===== config.mk =====
export PLATFORM = sky130hd
export DESIGN_NAME = aux_rail3_enable_logic
export DESIGN_NICKNAME = d
export VERILOG_FILES = /design/src/design/aux3_pkg.sv /design/src/design/edge_delay_timer.sv /design/src/design/aux_rail3_enable_logic.sv
export SDC_FILE = /design/constraint.sdc
export NUM_CORES = 1
export LEC_CHECK = 0
export ABC_AREA = 1
export BUFFER_PORTS_ARGS = -buffer_cell sky130_fd_sc_hd__buf_4
export CAP_MARGIN = 5
export CORE_AREA = 10 10 130 132
export DETAILED_ROUTE_END_ITERATION = 7
export DIE_AREA = 0 0 140 142
export GPL_ROUTABILITY_DRIVEN = 0
export GPL_TIMING_DRIVEN = 0
export PLACE_DENSITY_LB_ADDON = 0.2
export SYNTH_ARGS = -nofsm -noshare
export SYNTH_HDL_FRONTEND = slang
export SYNTH_SLANG_ARGS = --single-unit

===== constraint.sdc =====
create_clock -name CLOCK_IN -period 5.5 [get_ports CLOCK_IN]
set_clock_uncertainty 0.2 [all_clocks]
set_input_delay 0 -clock CLOCK_IN [delete_from_list [all_inputs] [get_ports CLOCK_IN]]
set_output_delay 0 -clock CLOCK_IN [all_outputs]
set_load 0.01 [all_outputs]

===== src/design/aux3_pkg.sv =====
package aux3_pkg;

    // register offsets on the documented register port
    localparam logic [7:0] POWER_GOOD_MASK_A_OFFSET  = 8'h1f;
    localparam logic [7:0] SOURCE_SELECT_OFFSET = 8'h20;
    localparam logic [7:0] EDGE_TIMING_OFFSET   = 8'h21;

    // value held before the configuration memory is copied in
    localparam logic [7:0] REG_RESET_VALUE = 8'h00;

    // field positions
    localparam int SRC_OPTION_BIT  = 7;
    localparam int SRC_FIELD_LSB   = 2;
    localparam int SRC_MASK_SWB2   = 1;
    localparam int SRC_MASK_LOAD_SWITCH_B_FIRST   = 0;
    localparam int TIM_COMBINE_BIT = 7;
    localparam int TIM_SWAP_BIT    = 6;
    localparam int TIM_FALL_LSB    = 3;
    localparam int TIM_RISE_LSB    = 0;
    localparam int FIELD3_WIDTH    = 3;

    // timing: delays count in whole milliseconds
    localparam int CLOCK_MHZ     = 250;
    localparam int DELAY_UNIT_US = 1000;
    localparam int TICK_CYCLES   = DELAY_UNIT_US * CLOCK_MHZ;

    // delay figures in milliseconds
    localparam logic [6:0] DLY_0_MS  = 7'h00;
    localparam logic [6:0] DLY_2_MS  = 7'h02;
    localparam logic [6:0] DLY_4_MS  = 7'h04;
    localparam logic [6:0] DLY_8_MS  = 7'h08;
    localparam logic [6:0] DLY_16_MS = 7'h10;
    localparam logic [6:0] DLY_24_MS = 7'h18;
    localparam logic [6:0] DLY_32_MS = 7'h20;
    localparam logic [6:0] DLY_64_MS = 7'h40;

    // enable source selector codes
    typedef enum logic [2:0] {
        SRC_CONTROL_INPUT_1      = 3'b000,
        SRC_CONTROL_INPUT_2      = 3'b001,
        SRC_CONTROL_INPUT_5      = 3'b010,
        SRC_CONTROL_INPUT_4      = 3'b011,
        SRC_CONTROL_INPUT_3      = 3'b100,
        SRC_CONTROL_INPUT_3_CONTROL_INPUT_4 = 3'b101,
        SRC_CONTROL_INPUT_6      = 3'b110,
        SRC_ALWAYS    = 3'b111
    } source_e;

    // power-good terms, same order as {mask_a, source_select[1:0]}
    typedef struct packed {
        logic       aux2;
        logic       load_a;
        logic [5:0] rail;      // rail[5] is step-down rail 6
        logic       swb2_reg1;
        logic       load_switch_b_first;
    } power_good_s;

    // control pins, ctl[0] is control input 1
    typedef struct packed {
        logic       sleep;
        logic [5:0] ctl;
    } pins_s;

    localparam int POWER_GOOD_WIDTH = $bits(power_good_s);
    localparam int PINS_WIDTH  = $bits(pins_s);

    // delay code to milliseconds
    function automatic logic [6:0] delay_ms(input logic [2:0] code);
        unique case (code)
            3'h0: delay_ms = DLY_0_MS;
            3'h1: delay_ms = DLY_2_MS;
            3'h2: delay_ms = DLY_4_MS;
            3'h3: delay_ms = DLY_8_MS;
            3'h4: delay_ms = DLY_16_MS;
            3'h5: delay_ms = DLY_24_MS;
            3'h6: delay_ms = DLY_32_MS;
            3'h7: delay_ms = DLY_64_MS;
        endcase
    endfunction

endpackage


===== src/design/edge_delay_timer.sv =====
`timescale 1ns/1ns
module edge_delay_timer #(
    parameter int TICK_CYCLES = aux3_pkg::TICK_CYCLES
) (
    input  wire logic       clk_in,       // system clock
    input  wire logic       rstn_in,      // synchronous reset, low
    input  wire logic       level_in,     // undelayed enable
    input  wire logic [2:0] rise_code_in, // rising edge delay code
    input  wire logic [2:0] fall_code_in, // falling edge delay code
    output logic            level_out     // delayed enable
);
    localparam int TW = $clog2(TICK_CYCLES + 1);
    localparam logic [TW-1:0] TICK_LAST = TW'(TICK_CYCLES - 1);

    typedef enum logic {
        ST_STEADY  = 1'b0,
        ST_PENDING = 1'b1
    } timer_state_e;

    timer_state_e  state_reg;
    logic [TW-1:0] tick_reg;
    logic [6:0]    ms_reg;
    logic [6:0]    delay_now;

    // delay that applies to the edge now waiting
    assign delay_now = level_in ? aux3_pkg::delay_ms(rise_code_in)
                                : aux3_pkg::delay_ms(fall_code_in);

    // follow the input once it has held for the whole delay
    always_ff @(posedge clk_in)
    begin
        if (!rstn_in)
        begin
            state_reg <= ST_STEADY;
            tick_reg  <= '0;
            ms_reg    <= 7'h00;
            level_out <= 1'b0;
        end
        else
        begin
            unique case (state_reg)
                ST_STEADY:
                begin
                    tick_reg <= '0;
                    ms_reg   <= 7'h00;
                    if (level_in != level_out)
                    begin
                        if (delay_now == aux3_pkg::DLY_0_MS)
                            level_out <= level_in;
                        else
                            state_reg <= ST_PENDING;
                    end
                end
                ST_PENDING:
                begin
                    if (level_in == level_out)
                        state_reg <= ST_STEADY;            // edge withdrawn
                    else if (tick_reg == TICK_LAST)
                    begin
                        tick_reg <= '0;
                        if (ms_reg + 7'h01 >= delay_now)
                        begin
                            level_out <= level_in;
                            state_reg <= ST_STEADY;
                        end
                        else
                            ms_reg <= ms_reg + 7'h01;
                    end
                    else
                        tick_reg <= tick_reg + TW'(1);
                end
            endcase
        end
    end

endmodule // edge_delay_timer


===== src/design/aux_rail3_enable_logic.sv =====
// Function
// - mask bit 0 keeps that rail's power-good in the enable, 1 drops it.
// - first register masks aux regulator 2, load switch A, rails 6..1.
// - second register bit 1 masks switch B2/reg 1, bit 0 switch B1.
// - source field bits 4:2 pick control 1,2,5,4,3, 3-and-4 or 6.
// - source code 111 feeds a constant one, no pin needed.
// - option bit set lets control 2 high preset rail 6 to 1.2/2.4 V.
// - sleep input overrides the control 2 preset on rail 6.
// - rise and fall delay fields delay enable edges 0 to 64 ms.
// - combine bit drives switch B2 from switch B1's enable logic.
// - swap bit feeds reg 1 from switch B2's logic, and switch B2 from reg 1's unless combine is set.
`timescale 1ns/1ns
module aux_rail3_enable_logic #(
    parameter int TICK_CYCLES = aux3_pkg::TICK_CYCLES
) (
    input  wire logic            CLOCK_IN,          // 250 MHz clock
    input  wire logic            RSTN_IN,           // sync reset, low
    input  wire aux3_pkg::power_good_s POWER_GOOD_IN,    // other rails' good
    input  wire aux3_pkg::pins_s CONTROL_PINS_IN,   // control and sleep
    input  wire logic            RAIL6_STEP_25MV_IN, // rail 6 step 25 mV
    input  wire logic            LOAD_SWITCH_B_FIRST_LOGIC_IN,     // switch B1 enable
    input  wire logic            SWB2_LOGIC_IN,     // switch B2 enable
    input  wire logic            REG1_LOGIC_IN,     // regulator 1 enable
    input  wire logic [7:0]      OTP_MASK_A_IN,     // stored default
    input  wire logic [7:0]      OTP_SOURCE_IN,     // stored default
    input  wire logic [7:0]      OTP_TIMING_IN,     // stored default
    input  wire logic [7:0]      REG_ADDR_IN,       // register offset
    input  wire logic            REG_WR_IN,         // write strobe
    input  wire logic [7:0]      REG_WDATA_IN,      // write data
    output logic [7:0]           REG_RDATA_OUT,     // read data
    output logic                 CONFIG_READY_OUT,  // defaults loaded
    output logic                 AUX3_ENABLE_OUT,   // delayed enable
    output logic                 RAIL6_PRESET_OUT,  // preset requested
    output logic                 RAIL6_PRESET_2V4_OUT, // preset is 2.4 V
    output logic                 SWB2_ENABLE_OUT,   // switch B2 enable
    output logic                 REG1_ENABLE_OUT    // regulator 1 enable
);
    localparam int PW = aux3_pkg::PINS_WIDTH;
    localparam int GW = aux3_pkg::POWER_GOOD_WIDTH;
    localparam int AW = PW + GW;

    logic [7:0]      mask_a_reg;
    logic [7:0]      source_reg;
    logic [7:0]      timing_reg;
    logic            loaded_reg;
    logic [AW-1:0]   sync1_reg;
    logic [AW-1:0]   sync2_reg;
    logic [AW-1:0]   sync3_reg;
    logic [AW-1:0]   clean_reg;
    logic [AW-1:0]   pin_vec;
    aux3_pkg::pins_s  pins;
    aux3_pkg::power_good_s good;
    logic [GW-1:0]   mask_vec;
    logic            good_term;
    logic            pin_term;
    logic            raw_enable_reg;
    logic            raw_enable_next;
    logic [2:0]      src_field;
    logic            preset_next;
    logic            reg1_next;
    logic            swb2_next;

    // configuration: copied from memory once, then software writes
    always_ff @(posedge CLOCK_IN)
    begin
        if (!RSTN_IN)
        begin
            mask_a_reg <= aux3_pkg::REG_RESET_VALUE;
            source_reg <= aux3_pkg::REG_RESET_VALUE;
            timing_reg <= aux3_pkg::REG_RESET_VALUE;
            loaded_reg <= 1'b0;
        end
        else if (!loaded_reg)
        begin
            mask_a_reg <= OTP_MASK_A_IN;
            source_reg <= OTP_SOURCE_IN;
            timing_reg <= OTP_TIMING_IN;
            loaded_reg <= 1'b1;
        end
        else if (REG_WR_IN)
        begin
            if (REG_ADDR_IN == aux3_pkg::POWER_GOOD_MASK_A_OFFSET)
                mask_a_reg <= REG_WDATA_IN;
            if (REG_ADDR_IN == aux3_pkg::SOURCE_SELECT_OFFSET)
                source_reg <= REG_WDATA_IN;
            if (REG_ADDR_IN == aux3_pkg::EDGE_TIMING_OFFSET)
                timing_reg <= REG_WDATA_IN;
        end
    end

    // read data, unmapped offsets read zero
    always_ff @(posedge CLOCK_IN)
    begin
        if (!RSTN_IN)
            REG_RDATA_OUT <= 8'h00;
        else if (REG_ADDR_IN == aux3_pkg::POWER_GOOD_MASK_A_OFFSET)
            REG_RDATA_OUT <= mask_a_reg;
        else if (REG_ADDR_IN == aux3_pkg::SOURCE_SELECT_OFFSET)
            REG_RDATA_OUT <= source_reg;
        else if (REG_ADDR_IN == aux3_pkg::EDGE_TIMING_OFFSET)
            REG_RDATA_OUT <= timing_reg;
        else
            REG_RDATA_OUT <= 8'h00;
    end

    // raw pin levels, power-good in the low bits
    assign pin_vec = {CONTROL_PINS_IN, POWER_GOOD_IN};

    // three-stage synchroniser per pin, accept when stages 2 and 3 agree
    genvar i;
    generate
        for (i = 0; i < AW; i++)
        begin : g_sync
            always_ff @(posedge CLOCK_IN)
            begin
                if (!RSTN_IN)
                begin
                    sync1_reg[i] <= 1'b0;
                    sync2_reg[i] <= 1'b0;
                    sync3_reg[i] <= 1'b0;
                    clean_reg[i] <= 1'b0;
                end
                else
                begin
                    sync1_reg[i] <= pin_vec[i];
                    sync2_reg[i] <= sync1_reg[i];
                    sync3_reg[i] <= sync2_reg[i];
                    if (sync2_reg[i] == sync3_reg[i])
                        clean_reg[i] <= sync3_reg[i];
                end
            end
        end
    endgenerate

    assign good = aux3_pkg::power_good_s'(clean_reg[GW-1:0]);
    assign pins = aux3_pkg::pins_s'(clean_reg[AW-1:GW]);

    // masks lined up with the power-good struct
    assign mask_vec = {mask_a_reg,
                       source_reg[aux3_pkg::SRC_MASK_SWB2],
                       source_reg[aux3_pkg::SRC_MASK_LOAD_SWITCH_B_FIRST]};

    // a masked rail counts as good
    assign good_term = &(GW'(good) | mask_vec);

    assign src_field = source_reg[aux3_pkg::SRC_FIELD_LSB +:
                                  aux3_pkg::FIELD3_WIDTH];

    // control input selector
    always_comb
    begin
        unique case (aux3_pkg::source_e'(src_field))
            aux3_pkg::SRC_CONTROL_INPUT_1:      pin_term = pins.ctl[0];
            aux3_pkg::SRC_CONTROL_INPUT_2:      pin_term = pins.ctl[1];
            aux3_pkg::SRC_CONTROL_INPUT_5:      pin_term = pins.ctl[4];
            aux3_pkg::SRC_CONTROL_INPUT_4:      pin_term = pins.ctl[3];
            aux3_pkg::SRC_CONTROL_INPUT_3:      pin_term = pins.ctl[2];
            aux3_pkg::SRC_CONTROL_INPUT_3_CONTROL_INPUT_4: pin_term = pins.ctl[2]
                                              & pins.ctl[3];
            aux3_pkg::SRC_CONTROL_INPUT_6:      pin_term = pins.ctl[5];
            aux3_pkg::SRC_ALWAYS:    pin_term = 1'b1;
        endcase
    end

    assign raw_enable_next = loaded_reg & pin_term & good_term;

    // undelayed enable
    always_ff @(posedge CLOCK_IN)
    begin
        if (!RSTN_IN)
            raw_enable_reg <= 1'b0;
        else
            raw_enable_reg <= raw_enable_next;
    end

    // edge delays on the rail enable
    edge_delay_timer #(
        .TICK_CYCLES (TICK_CYCLES)
    ) u_delay (
        .clk_in       (CLOCK_IN),
        .rstn_in      (RSTN_IN),
        .level_in     (raw_enable_reg),
        .rise_code_in (timing_reg[aux3_pkg::TIM_RISE_LSB +:
                                  aux3_pkg::FIELD3_WIDTH]),
        .fall_code_in (timing_reg[aux3_pkg::TIM_FALL_LSB +:
                                  aux3_pkg::FIELD3_WIDTH]),
        .level_out    (AUX3_ENABLE_OUT)
    );

    // rail 6 preset voltage request, sleep wins
    assign preset_next = source_reg[aux3_pkg::SRC_OPTION_BIT]
                       & pins.ctl[1]
                       & ~pins.sleep;

    always_ff @(posedge CLOCK_IN)
    begin
        if (!RSTN_IN)
        begin
            RAIL6_PRESET_OUT     <= 1'b0;
            RAIL6_PRESET_2V4_OUT <= 1'b0;
        end
        else
        begin
            RAIL6_PRESET_OUT     <= preset_next;
            RAIL6_PRESET_2V4_OUT <= preset_next & RAIL6_STEP_25MV_IN;
        end
    end

    // switch B2 and regulator 1 enable routing
    assign reg1_next = timing_reg[aux3_pkg::TIM_SWAP_BIT]
                     ? SWB2_LOGIC_IN : REG1_LOGIC_IN;
    assign swb2_next = timing_reg[aux3_pkg::TIM_COMBINE_BIT]
                     ? LOAD_SWITCH_B_FIRST_LOGIC_IN
                     : (timing_reg[aux3_pkg::TIM_SWAP_BIT]
                        ? REG1_LOGIC_IN : SWB2_LOGIC_IN);

    always_ff @(posedge CLOCK_IN)
    begin
        if (!RSTN_IN)
        begin
            SWB2_ENABLE_OUT <= 1'b0;
            REG1_ENABLE_OUT <= 1'b0;
        end
        else
        begin
            SWB2_ENABLE_OUT <= loaded_reg & swb2_next;
            REG1_ENABLE_OUT <= loaded_reg & reg1_next;
        end
    end

    // configuration ready flag
    always_ff @(posedge CLOCK_IN)
    begin
        if (!RSTN_IN)
            CONFIG_READY_OUT <= 1'b0;
        else
            CONFIG_READY_OUT <= loaded_reg;
    end

endmodule // aux_rail3_enable_logic


# ---- Yosys cells after proc, flatten, opt, wreduce, memory -nomap -nowiden
# Memory sizes are Yosys's and may differ from the RTL's. A register that Yosys moved wholly into a read port is not among the register bits.
# Index checks and enable logic that the tools add are counted.
dict set report classes {
  n_addsub 2
  n_mul 0
  div 0
  n_lt_le_gt_ge 1
  eq_ne 40
  shift 0
  muxes 41
  bitwise_logic 11
  reduce_logical 8
}
# op count
set op_table {}
lappend op_table {{8-bit two-way mux} 12}
lappend op_table {{18-bit two-way mux} 2}
lappend op_table {{18-bit case mux with 2 select lines} 1}
lappend op_table {{7-bit two-way mux} 4}
lappend op_table {{18-bit by 1-bit adder with 18-bit output, second input constant} 1}
lappend op_table {{1-bit equality test} 18}
lappend op_table {{18-bit equality test, second input constant} 1}
lappend op_table {{8-bit by 6-bit equality test with 1-bit output, second input constant} 2}
lappend op_table {{1-bit two-way mux} 14}
lappend op_table {{7-bit case mux with 2 select lines} 1}
lappend op_table {{3-bit equality test, second input constant} 4}
lappend op_table {{3-bit two-way mux} 4}
lappend op_table {{2-bit by 1-bit != test with 1-bit output, second input constant} 5}
lappend op_table {{2-bit != test, second input constant} 5}
lappend op_table {{10-bit bitwise OR} 1}
lappend op_table {{10-bit AND reduction} 1}
lappend op_table {{1-bit AND} 8}
lappend op_table {{8-bit by 5-bit equality test with 1-bit output, second input constant} 1}
lappend op_table {{1-bit case mux with 8 select lines} 1}
lappend op_table {{7-bit by 1-bit adder with 7-bit output, second input constant} 1}
lappend op_table {{7-bit >= comparator} 1}
lappend op_table {{7-bit logical NOT} 1}
lappend op_table {{3-bit by 2-bit equality test with 1-bit output, second input constant} 2}
lappend op_table {{2-bit AND reduction} 3}
lappend op_table {{7 further kinds} 9}
dict set report word_totals {
  reg_bits 134
  latchBits 0
  ramBits 0
  romBits 96
  input_bits 64
  output_inout_bits 14
  wordCells 188
  memories 2
}
# memory depth word_bits rd rd_clocked_by_memory_dff write_ports line
set memory_table {}
lappend memory_table {{(name not given)} 8 6 1 1 0 aux3_pkg.sv:69} ;# unique case (code)
lappend memory_table {{(name not given)} 8 6 1 1 0 aux3_pkg.sv:69}

# ---- Depth between registers and ports, before layout
dict set report depth {
  depth_word 6
  ltp_mapped 16
  ltp_nobuf 16
}

# ---- By module
# Synthesis repeated with hierarchy kept, for this count alone.
dict set report hier_totals {
  cells_unflattened 829
  area_unflattened_um2 6084.6
}
# module instances cells_each area_each_um2 seq_area_each_um2
set by_module_without_submodules {}
lappend by_module_without_submodules {aux_rail3_enable_logic 1 536 4244.1 2142.1}
lappend by_module_without_submodules {edge_delay_timer 1 293 1840.5 540.5}

# ---- Worst setup path before layout
# OpenSTA, ideal clock, no wires.
dict set report synth_timing {
  path_type {flip-flop to flip-flop}
  from {register u_delay.ms_reg[0]}
  to {register u_delay.ms_reg[0]}
  setup_ps 113
  t_arrival_ps 2010
  required_time_ps 5187
  path_slack_ps 3177
  path_stages_with_launch 14
  path_buffers 0
  synth_period_minus_slack_ps 2323
  path_cell_list {dfxtp_1 ha_1 nand4_1 o21ai_0 nand2_1 ha_1 nand2_1 inv_1 a21oi_1 nand2_1 nand2_2 nand3_4 nor2_1 nor2_1}
}
dict set report synth_between {
  elab_chain_cells 5
  word_cells_on_any_way 8
  classes_between {add/sub: 1; order compare: 1; eq/ne: 1; mux: 4; reduce/logical: 1}
}
# item line
set synth_rtl {}
lappend synth_rtl {{start, declared} edge_delay_timer.sv:22} ;# logic [6:0] ms_reg;
lappend synth_rtl {{start signal, assigned} edge_delay_timer.sv:67} ;# ms_reg <= ms_reg + 7'h01;
lappend synth_rtl {{7-bit by 1-bit adder with 7-bit output *} {edge_delay_timer.sv:61, edge_delay_timer.sv:67}}
lappend synth_rtl {{parallel branches: the longest is 4 deep, another holds 7-bit >= comparator} n/a}
# Mark *: on every way between the ends. The select of a mux whose other input is x is not followed.
# A chain may end at the register's enable or synchronous reset.

# ---- Worst setup path in the final report
dict set report layout_timing {
  from {register loaded_reg}
  to {register source_reg[1]}
}
dict set report layout_between {
  elab_chain_cells 2
  word_cells_on_any_way 4
  classes_between {eq/ne: 2; mux: 1; reduce/logical: 1}
}
# item line
set layout_rtl {}
lappend layout_rtl {{start, declared} aux_rail3_enable_logic.sv:45} ;# logic loaded_reg;
lappend layout_rtl {{start signal, assigned} aux_rail3_enable_logic.sv:71} ;# loaded_reg <= 1'b0;
lappend layout_rtl {{start signal, assigned} aux_rail3_enable_logic.sv:78} ;# loaded_reg <= 1'b1;
lappend layout_rtl {{2-bit by 1-bit != test with 1-bit output (no source line) / 2-bit != test (equally long branches)} n/a}
lappend layout_rtl {{2-bit AND reduction (no source line)} n/a}
lappend layout_rtl {{end signal, assigned} aux_rail3_enable_logic.sv:69} ;# source_reg <= aux3_pkg::REG_RESET_VALUE;
lappend layout_rtl {{end, declared} aux_rail3_enable_logic.sv:43} ;# logic [7:0] source_reg;
# Parallel ways exist; a longest one is shown, timed or not.

==> flow_summary.ini <==
[status]
run_status = completed

[cells_and_area]
stdcell_count = 1286
drive_gt1_share_pct = 13.8
largest_reg_flops = 18
nNetsFinal = 1162
antennaDiodeCount = 0
synthToLayoutAreaGrowth_pct = 39.3

[timing]
hold_violations = 0
setup_slack_ps = 2120
period_minus_slack_ps = 3380
fin_crit_sh_pct = 61.4
fmax_mhz = 296
totalNegativeSetupSlack_ps = 0
setup_violations = 0
whs_ps = 31.0
rsz0062_at_grt = no
worstMarginPinSlew_ps = 683
drv_slew = 0
slew_headroom_pct = 54.5

[critical_path]
critPathLaunchType = flip-flop
critical_path_class = flip-flop to flip-flop
critPathCaptureType = flip-flop
r2r-start = loaded_reg
r2r_cells = 10
rrSetupSlack_ps = 2120
cp.required_ps = 5680
cp.arrival_ps = 3560
crit_fanout = 10
regToRegEndpoint = source_reg[1]

[placed_design]
dp_hpwl_um = 11800
dp_cells = 1150
pre_cts_slack_ps = 2790
numPortBuffers = 77

[hold_path]
worstHoldEndpoint = REG_RDATA_OUT[1]
whs_path_depth = 8
min-delay-start = REG_ADDR_IN[0]
hp-class = input port to flip-flop

[global_route]
grt_max_degree = 17
track_usage_pct = 17.5
grt_pass1_vias = 6091
grt_pass1_wl_um = 28600
antenna_found_initial = 0
grt-ovfl-total = 0

[synth]
synthFlopType = dfxtp_1
synth_fp_nets = 961
yosysTopAreaCell = dfxtp_1
yosysMostFrequentCell = nand2_1
synth_common_cells = nand2_1 (268), dfxtp_1 (146), inv_1 (136), nor2_1 (91), nand3_1 (53)
yosysWarnings = 0
synth_area_leaders = dfxtp_1 (47%), nand2_1 (16%), inv_1 (8.1%)
synth-seq-area-share_pct = 46.5
syn_area_um2 = 6280
synth_top_area_share_pct = 46.5
synth_edf_count = 0
syn-mean-instance-area_um2 = 7.07
synth_cell_types = 45
ys_async_sr_fraction_pct = 0
ys_seq_elements = 146
synth_cells = 889

[drt]
wl_um = 16900
vias_per_cell = 4.76
wl_per_cell_um = 13.2
num_vias = 6122
drtIter0Drc = 407
final_antenna_net_count = 0
dr.pass1.iters = 5
drcViolationCount = 0

[power]
p_int_mw = 1.96
cellLeakagePower_nw = 4.31
swShare_pct = 24.1
power_density_nw_per_um2 = 295
ir_drop_uv = 226
comb_power_share_pct = 10.2
p_total_mw = 2.58
power_frac_seq_pct = 43.1
p_sw_uw = 624
clkPwrFrac_pct = 46.7

[floorplanning]
coreArea_um2 = 14300
num_io_pins = 78
die_h_um = 142
start_util_pct = 43.9
dieWidth_um = 140
rows = 44
die_area_um2 = 19900

[cts]
numClockSinks = 146
cts_tree = built
cts_buffer_depth = 2
clock_latency_ps = 430
cts_root_buf = clkbuf_16
ctsResizeCount = 0
htree_levels = 4
clkTransAtPathRegs_ps = 60
cts_buffers = 17

[flow_run]
drv_cap = 0
layer usage:
metal / routed length [µm] / share of wire (%) / up-vias / GRT usage (%)
met5: 0 / 0 / - / 0
li1: - / - / 3167 / -
met3: 813 / 4.8 / 36 / 4.54
met4: 559 / 3.3 / 0 / 8.80
met1: 7270 / 43 / 2773 / 19.9
met2: 8280 / 49 / 146 / 29.7
layout make-up:
cell class,instances,area (µm²)
repair buffers,182,1630
multi-input cells,579,2700
well taps,184,230
plain buffers,25,139
clock inverters,13,173
fillers,1302,5560
flip-flops and latches,146,2920
inverters,139,522
clock buffers,18,439
stage by stage:
stage	instance area, µm²	utilization, %
floorplan	6280	-
global placement	7090	49.5
detailed placement	7090	49.5
CTS	8750	61.2
global route	8750	61.2
finish	8750	61.2
logic make-up after synthesis:
family / count (synthesis) / synth area share [%]
AOI/OAI and AO/OA: 92 / 8.01
adders and majority gates: 8 / 1.59
buffers and inverters: 164 / 10.5
xor gates and xnor gates: 7 / 0.976
and+or+nand+nor: 472 / 32.4
DFF: 146 / 46.5
critical path: stages, from the launching register on:
cell           delay (ps)
dfxtp_1               310
inv_1                 160
buf_2                 310
buf_2                 280
nand2_1                90
nand2_1                80
dlygate4sd3_1         580
nand2_1                70
dlygate4sd3_1         560
a21oi_1               140
dlygate4sd3_1         560
cells in the final DEF, fill, tap and decap left out, types with 4 or more instances in the layout:
cell / n
ha_1: 8
clkbuf_16: 17
buf_4: 83
o211ai_1: 6
nor2_1: 91
nand2_4: 5
o21ai_0: 24
buf_2: 6
inv_6: 5
nand2_2: 12
buf_1: 5
nor3_1: 10
dfxtp_1: 146
clkbuf_1: 6
a21oi_1: 45
nand2_1: 268
nand4_1: 13
nand3_1: 53
inv_1: 136
o21ai_1: 4
xor2_1: 6
dlygate4sd3_1: 105
how the worst max path moves through the flow:
| stage | from | to | slack [ps] | cells past startpoint |
|---|---|---|---|---|
| floorplan | u_delay.ms_reg[0] | u_delay.ms_reg[0] | 3180 | 13 |
| global placement | u_delay.ms_reg[0] | u_delay.ms_reg[0] | 2830 | 14 |
| detailed placement | u_delay.ms_reg[0] | u_delay.ms_reg[0] | 2790 | 14 |
| CTS | loaded_reg | source_reg[0] | 2230 | 10 |
| global route | loaded_reg | source_reg[1] | 1970 | 10 |
| finish | loaded_reg | source_reg[1] | 2120 | 10 |
repair_timing:
item	in CTS	in global routing
hold buffers	105	0
setup buffers	0	0
hold endpoints to repair	68	0
power groups by stage:
| stage | registers, mW | logic [mW] | clock network, mW |
|---|---|---|---|
| 2_1_floorplan | 1.13 | 0.118 | 0 |
| 3_3_place_gp | 1.14 | 0.191 | 0 |
| 3_5_place_dp | 1.14 | 0.193 | 0 |
| 4_1_cts | 1.11 | 0.259 | 1.23 |
| 5_1_grt | 1.12 | 0.295 | 1.28 |
| 6_report | 1.11 | 0.264 | 1.21 |
Note: power is estimated with default switching activity, not from simulation.
